[src/hw/scp_pkg.sv]
/*
 * Constants and carrier types for the three-wire serial configuration port.
 * Assumes a 50 MHz system clock; all pin inputs are asynchronous to it.
 */
package scp_pkg;
	localparam int          CLK_MHZ       = 50;
	localparam int          POR_TIME_US   = 250;
	localparam int          POR_CYCLES    = POR_TIME_US * CLK_MHZ;
	localparam int          CAL_TIME_US   = 10;
	localparam int          CAL_CYCLES    = CAL_TIME_US * CLK_MHZ;
	localparam int          ADDR_W        = 13;
	localparam int          NREG          = 53;
	localparam logic [12:0] LAST_ADDR     = 13'h0034;
	localparam logic [12:0] CFG_ADDR      = 13'h0000;
	localparam int          LSB_FIRST_BIT = 6;
	localparam logic [12:0] READBACK_ADDR = 13'h0004;
	localparam int          READBACK_BIT  = 0;
	localparam logic [12:0] UPDATE_ADDR   = 13'h0005;
	localparam int          UPDATE_BIT    = 0;
	localparam logic [12:0] STATUS_ADDR   = 13'h0034;
	localparam logic [7:0]  RESET_VALUE   = 8'h00;
	localparam logic [3:0]  INSTR_LAST    = 4'hF;
	localparam logic [2:0]  BYTE_LAST     = 3'h7;
	localparam logic [1:0]  LEN_STREAM    = 2'h3;

	typedef struct packed {
		logic              rd;
		logic [1:0]        len;
		logic [ADDR_W-1:0] addr;
	} instr_t;

	typedef struct packed {
		logic primary;
		logic secondary;
		logic crystal;
	} ref_seen_t;

	typedef enum logic [1:0] {ST_INSTR, ST_DATA, ST_DONE} port_state_t;
endpackage

[src/hw/serial_config_port.sv]
/*
 * Three-wire serial configuration port with double-buffered registers,
 * power-on hold and automatic VCO calibration sequencing.
 * Assumes serial pins and reference-present levels are asynchronous and are
 * oversampled by clk_i (serial clock well below clk_i / 4).
 */
// How it works
// - read-only registers have no buffer, ignore writes
// - writes land in shadow; active changes on update
// - writing one to 0x05 bit0 triggers update
// - one update applies all shadow changes together
// - write bits sampled on serial clock rise
// - read bits change on serial clock fall
// - data line undriven while select high
// - select low frames every transfer; else ignored
// - 16-bit instruction reaches addresses 0x00 to 0x34
// - one two-way data line, in and out
// - single/multi byte, msb or lsb first
// - power-up calibration runs when reference present
// - no reference: calibration fails, PLL unlocked
// - power-on hold of about 250 us
// - instruction: read bit, length, 13-bit address
// - length 00/01/10 = 1/2/3 bytes, 11 streams
// - address decrements msb-first, increments lsb-first
// - select rising mid-byte aborts, drops partial byte
`timescale 1ns/1ps
module serial_config_port #(
	parameter int POR_HOLD = scp_pkg::POR_CYCLES
) (
	// system
	input  wire logic                     clk_i,
	input  wire logic                     rst_i,
	// serial pins
	input  wire logic                     sclk_i,
	input  wire logic                     cs_n_i,
	input  wire logic                     sdio_i,
	output logic                          sdio_o,
	output logic                          sdio_oe_o,
	// reference presence levels
	input  wire scp_pkg::ref_seen_t       ref_seen_i,
	// configuration and status
	output logic [scp_pkg::NREG*8-1:0]    active_cfg_o,
	output logic                          cal_done_o,
	output logic                          cal_fail_o,
	output logic                          pll_enable_o
);
	import scp_pkg::*;

	logic [2:0]       sclk_m;
	logic             cs_m, cs_s, cs_d, sdio_m, sdio_s, sclk_s, sclk_d;
	ref_seen_t        ref_m, ref_s;
	logic             rise, fall, cs_rise, busy_rst, lsb, byte_done, wr_en, upd;
	logic [13:0]      por_cnt;
	logic [9:0]       cal_cnt;
	logic             cal_run;
	port_state_t      state;
	logic [3:0]       cnt;
	logic [15:0]      sh, next_sh;
	logic [7:0]       wr_byte, out_sh, rd_next;
	instr_t           ins, next_ins;
	logic [1:0]       left;
	logic [ADDR_W-1:0] addr, next_addr;
	logic [7:0]       shadow [0:NREG-1];
	logic [7:0]       active [0:NREG-1];

	// two-stage synchronisers; the first stage feeds only the second
	always_ff @(posedge clk_i) begin
		sclk_m <= {sclk_m[1:0], sclk_i};
		cs_m   <= cs_n_i;
		cs_s   <= cs_m;
		cs_d   <= cs_s;
		sdio_m <= sdio_i;
		sdio_s <= sdio_m;
		ref_m  <= ref_seen_i;
		ref_s  <= ref_m;
	end
	assign sclk_s  = sclk_m[1];
	assign sclk_d  = sclk_m[2];
	assign rise    = sclk_s & ~sclk_d & ~cs_s;
	assign fall    = ~sclk_s & sclk_d & ~cs_s;
	assign cs_rise = cs_s & ~cs_d;

	// power-on hold: internal reset stays on after the pin releases
	always_ff @(posedge clk_i) begin
		if (rst_i)
			por_cnt <= 14'(POR_HOLD);
		else if (por_cnt != '0)
			por_cnt <= por_cnt - 14'h1;
	end
	assign busy_rst = rst_i | (por_cnt != '0);

	// calibration runs once after the hold; only a reset reruns it
	always_ff @(posedge clk_i) begin
		if (busy_rst) begin
			cal_run    <= 1'b1;
			cal_cnt    <= 10'(CAL_CYCLES);
			cal_done_o <= 1'b0;
			cal_fail_o <= 1'b0;
		end else if (cal_run) begin
			cal_cnt <= cal_cnt - 10'h1;
			if (cal_cnt == 10'h1) begin
				cal_run    <= 1'b0;
				cal_done_o <= 1'b1;
				cal_fail_o <= (ref_s == '0);
			end
		end
	end
	assign pll_enable_o = cal_done_o & ~cal_fail_o;

	assign lsb     = active[CFG_ADDR[5:0]][LSB_FIRST_BIT];
	assign next_sh = lsb ? {sdio_s, sh[15:1]} : {sh[14:0], sdio_s};
	assign wr_byte = lsb ? next_sh[15:8] : next_sh[7:0];
	assign next_ins = instr_t'(next_sh);
	assign byte_done = rise && state == ST_DATA && cnt[2:0] == BYTE_LAST;
	assign wr_en   = byte_done && !ins.rd;
	assign next_addr = lsb ? addr + 13'h1 : addr - 13'h1;

	function automatic logic [7:0] read_reg(input logic [ADDR_W-1:0] a);
		if (a == STATUS_ADDR)
			read_reg = {6'h00, cal_fail_o, cal_done_o};
		else if (a > LAST_ADDR)
			read_reg = 8'h00;
		else if (active[READBACK_ADDR[5:0]][READBACK_BIT])
			read_reg = shadow[a[5:0]];
		else
			read_reg = active[a[5:0]];
	endfunction
	assign rd_next = read_reg(state == ST_INSTR ? next_ins.addr : next_addr);

	// transfer sequencer
	always_ff @(posedge clk_i) begin
		if (busy_rst) begin
			state  <= ST_INSTR;
			cnt    <= '0;
			sh     <= '0;
			ins    <= '0;
			addr   <= '0;
			left   <= '0;
			out_sh <= '0;
		end else if (cs_rise && (state == ST_DONE || cnt[2:0] != '0
				|| (state == ST_DATA && ins.len == LEN_STREAM))) begin
			state <= ST_INSTR;
			cnt   <= '0;
		end else if (rise) begin
			sh  <= next_sh;
			cnt <= cnt + 4'h1;
			if (state == ST_INSTR && cnt == INSTR_LAST) begin
				ins    <= next_ins;
				addr   <= next_ins.addr;
				left   <= next_ins.len;
				state  <= ST_DATA;
				cnt    <= '0;
				out_sh <= rd_next;
			end else if (byte_done) begin
				addr   <= next_addr;
				out_sh <= rd_next;
				if (ins.len != LEN_STREAM) begin
					left <= left - 2'h1;
					if (left == 2'h0)
						state <= ST_DONE;
				end
			end
		end
	end

	// read data leaves on the falling edge so it is stable at the next rise
	always_ff @(posedge clk_i) begin
		if (busy_rst) begin
			sdio_o <= 1'b0;
		end else if (fall && state == ST_DATA && ins.rd) begin
			sdio_o <= lsb ? out_sh[cnt[2:0]] : out_sh[BYTE_LAST - cnt[2:0]];
		end
	end
	assign sdio_oe_o = ~cs_s && state == ST_DATA && ins.rd;

	// shadow copy; update bit is self-clearing and never held
	always_ff @(posedge clk_i) begin
		if (busy_rst) begin
			for (int i = 0; i < NREG; i++)
				shadow[i] <= RESET_VALUE;
		end else if (wr_en && addr <= LAST_ADDR && addr != STATUS_ADDR) begin
			shadow[addr[5:0]] <= wr_byte;
			if (addr == UPDATE_ADDR)
				shadow[addr[5:0]][UPDATE_BIT] <= 1'b0;
		end
	end

	always_ff @(posedge clk_i) begin
		if (busy_rst)
			upd <= 1'b0;
		else
			upd <= wr_en && addr == UPDATE_ADDR && wr_byte[UPDATE_BIT];
	end

	// active copy moves as a whole, one cycle after the update write
	always_ff @(posedge clk_i) begin
		if (busy_rst) begin
			for (int i = 0; i < NREG; i++)
				active[i] <= RESET_VALUE;
		end else if (upd) begin
			for (int i = 0; i < NREG; i++)
				active[i] <= shadow[i];
		end
	end

	always_comb begin
		for (int i = 0; i < NREG; i++)
			active_cfg_o[i*8 +: 8] = active[i];
	end
endmodule // serial_config_port
[config.mk]
export PLATFORM = sky130hd
export DESIGN_NAME = serial_config_port
export DESIGN_NICKNAME = d
export VERILOG_FILES = /design/src/hw/scp_pkg.sv /design/src/hw/serial_config_port.sv
export SDC_FILE = /design/constraint.sdc
export NUM_CORES = 2
export LEC_CHECK = 0
export CAP_MARGIN = 20
export CORE_MARGIN = 2
export CORE_UTILIZATION = 50
export CTS_CLUSTER_SIZE = 14
export DETAILED_ROUTE_END_ITERATION = 8
export DONT_BUFFER_PORTS = 1
export GPL_TIMING_DRIVEN = 0
export PLACE_DENSITY = 0.63
export SLEW_MARGIN = 25
export SYNTH_ARGS = -nofsm -noshare
export SYNTH_HDL_FRONTEND = slang
export SYNTH_SLANG_ARGS = --single-unit
[constraint.sdc]
create_clock -name clk_i -period 17.4 [get_ports clk_i]
set_input_delay 3.48 -clock clk_i [delete_from_list [all_inputs] [get_ports clk_i]]
set_output_delay 3.48 -clock clk_i [all_outputs]
set_load 0.005 [all_outputs]
==> impl_results.md <==
- Status: finished clean
- Synth top area cells: edfxtp_1 (61%), mux4_2 (5.7%), nand2_1 (5.0%)
- Fillcell total: 7707
- Top Metal Used: met5
- H-tree depth: 3
- Post-synth EDFFs: 936
- Fin. max-slew vios: 0
- Maximum fanout along the worst path: 13
- Max cap viols: 0
- Fraction of registers with async set/reset: 0%
- Cell variety after synth: 75
- Core area: 91520 um^2
- CTS Buf Count: 109
- Routed wire length: 213.6 mm
- Critical Path Start Type: flip-flop
- Cells after Synth: 3776
- Final antenna-violating net count: 0
- Layout cells sized above 1: 10.71%
- Initial core utilization: 50.41%
- Met2 wire len: 86.70 mm
- CTS Hold Buffers Added: 0
- Yosys warns: 0
- Leak: approximately 20 nW
- Slew margin rel.: 13.35%
- Hold Path Class: reg2reg
- CTS sink count: between 1000 and 1500
- Die width: 307.8 um
- Post-route DRC: 0
- WP data required: 17.94 ns
- Commonest non-fill, non-tap cell in the layout: edfxtp_1
- Critical path class: reg2reg
- Grt total ovfl: 0
- Cell Chain, Critical Path: buf_2 > buf_1 > clkbuf_1 > inv_1 > fa_1 > xnor2_1 > mux2_2 > buf_1 > buf_2 > clkbuf_1 > o311ai_0 > nand4_1 > o31ai_1 > o31ai_1 > nand2_1
- Largest net degree at the start of global routing: 56
- Final hold violations: 0
- Top-area cell type share of the netlist area: approximately three fifths
- First-pass detailed-route iteration total: 7
- CTS tree: built
- Mean post-synth cell area: 12.22 um^2
- Nets@finish: 4031
- Cell Area, Synth: 46140 um^2
- CP Buf/Inv Count: 7
- Skew final: 0.04218 ns
- Post-CTS resize count: 0
- Finished Layout Cells: 5285
- Slew @ Worst Pin: 1.300 ns
- Synthesis-stage register bit count: 1027
- IO buf count: 0
- Final setup viols: 0
- Met3 WL: 38.76 mm
- Vias in the first global route: 33621
- Pwr Total: 0.005119 W
- Via count: 36619
- HPWL Detailed: around 150 mm
- First-pass GRT wire length: about 280 mm
- Vias per cell: 6.929
- CTS clk-pin slew, worst paths: ~0.07 ns
- Critical Path Max Stage Delay: 0.95 ns
- Fin crit period: between 8 and 9 ns
- Worst path slowest cell: clkbuf_1
- Register area share after synthesis: 64.86%
- Dominant cell type by area after synthesis: edfxtp_1
- Tot GR Track Use: about 44%
- Routability Congestion: roughly 1.0
- RSZ-0062 raised after global routing: false
- Post-CTS setup buffer count: 0
- WP data arrival: 9.43 ns
- Final worst-path setup slack: 8.503 ns
- Detailed Route Iter0 Violations: 7115
- Routed len/inst: 40.42 um
- Clk_lat worst skew: slightly above 0.7 ns
- Placed Cells: 5079
- PwrDens: 98.39 nW/um^2
- I/O pins: 437
- Root buf cell: clkbuf_16
- Place WS: 9.040 ns
- Rows: 111
- Period utilisation layout: 51.13%
- Main synth FF type: edfxtp_1
- Area grow syn2layout: 12.77%
- Deepest clock path buffer count: 3
- Delay-heaviest family, CP: buffers and inverters
- Highest Clock Rate: 112.4 MHz
- Die area: 94730 um^2
- WL met1: 71.15 mm
- Setup crit end kind: flip-flop
- Chip Height: ~310 um
- Commonest non-fill, non-tap cells in the layout: edfxtp_1 (936), nand2_1 (619), nor2_1 (502), and3_1 (291), clkbuf_1 (191)
- Peak supply drop: 79.24 uV
- Initial antenna violation count: 16
-- cells in the mapped netlist (all sizes together) (33+ instances only) --
library cell,n
mux4,116
edfxtp,936
nand3,151
nor2,503
and3,291
and2,160
clkbuf,202
a211oi,33
a21oi,98
a32oi,35
a31oi,39
dfxtp,91
mux2i,78
nand2,620
buf,88
-- final cells by class --
type,count,area [um^2],area share (%)
Antenna cell,9,22.52,0.04328
Clock inverter,66,605.6,1.164
Inverter,25,93.84,0.1803
Tap cell,1186,1484,2.852
Sequential cell,1027,29930,57.52
Clock buffer,131,2853,5.482
Multi-Input combinational cell,2530,15420,29.63
Timing Repair Buffer,21,369.1,0.7093
Buffer,290,1261,2.424
-- worst paths after layout --
kind,startpoint,end,slack [ns],depth (start not counted)
worst min register to register,ref_m[1],ref_s[1],0.32,0
worst max-delay path,active[0][6],out_sh[0],8.50,15
worst min-delay path,ref_m[1],ref_s[1],0.32,0
worst max register to register,active[0][6],out_sh[0],8.50,15
-- power breakdown --
| part | internal (W) | switching [W] | leakage, nW |
|---|---|---|---|
| clock network | 0.00132 | 0.00102 | 1.67 |
| logic | 0.0000200 | 0.0000843 | 6.45 |
| registers | 0.00266 | 0.00000482 | 12.1 |
-- cells by family after synthesis --
family / share of synthesized area [%]
and+or+nand+nor: 18.39
DFF: 64.86
AOI/OAI and AO/OA: 5.486
buffers and inverters: 2.809
muxes: 7.476
xor gates and xnor gates: 0.4366
adders and majority gates: 0.5315
other: 0.008127
-- state kept, by name, summed over array words and instances, names as in the netlist, 3 cells and up --
register  count
cnt           4
ins           3
out_sh        8
ref_m         3
cal_cnt      10
addr         13
active      424
ref_s         3
sclk_m        3
shadow      512
sh           16
por_cnt      14
-- layer usage --
layer | track usage, % | vias up
met3 | 23.14 | 764
met4 | 28.29 | 14
met2 | 61.36 | 3526
li1 | - | 14219
met5 | 0 | -
met1 | 54.13 | 18096
-- through the flow --
step           hold slack [ns]  util (%)  setup TNS (ns)  instance area [um^2]
3_5_place_dp            0.3132     53.05               0                 48550
6_report                0.3238     56.85               0                 52030
5_1_grt                 0.3318     56.83               0                 52010
3_3_place_gp            0.3131     52.43        -1214.56                 47980
4_1_cts                 0.3261     56.83               0                 52010
2_1_floorplan           0.3096         -               0                 46500
No activity file was read; power rests on OpenSTA's default activity.
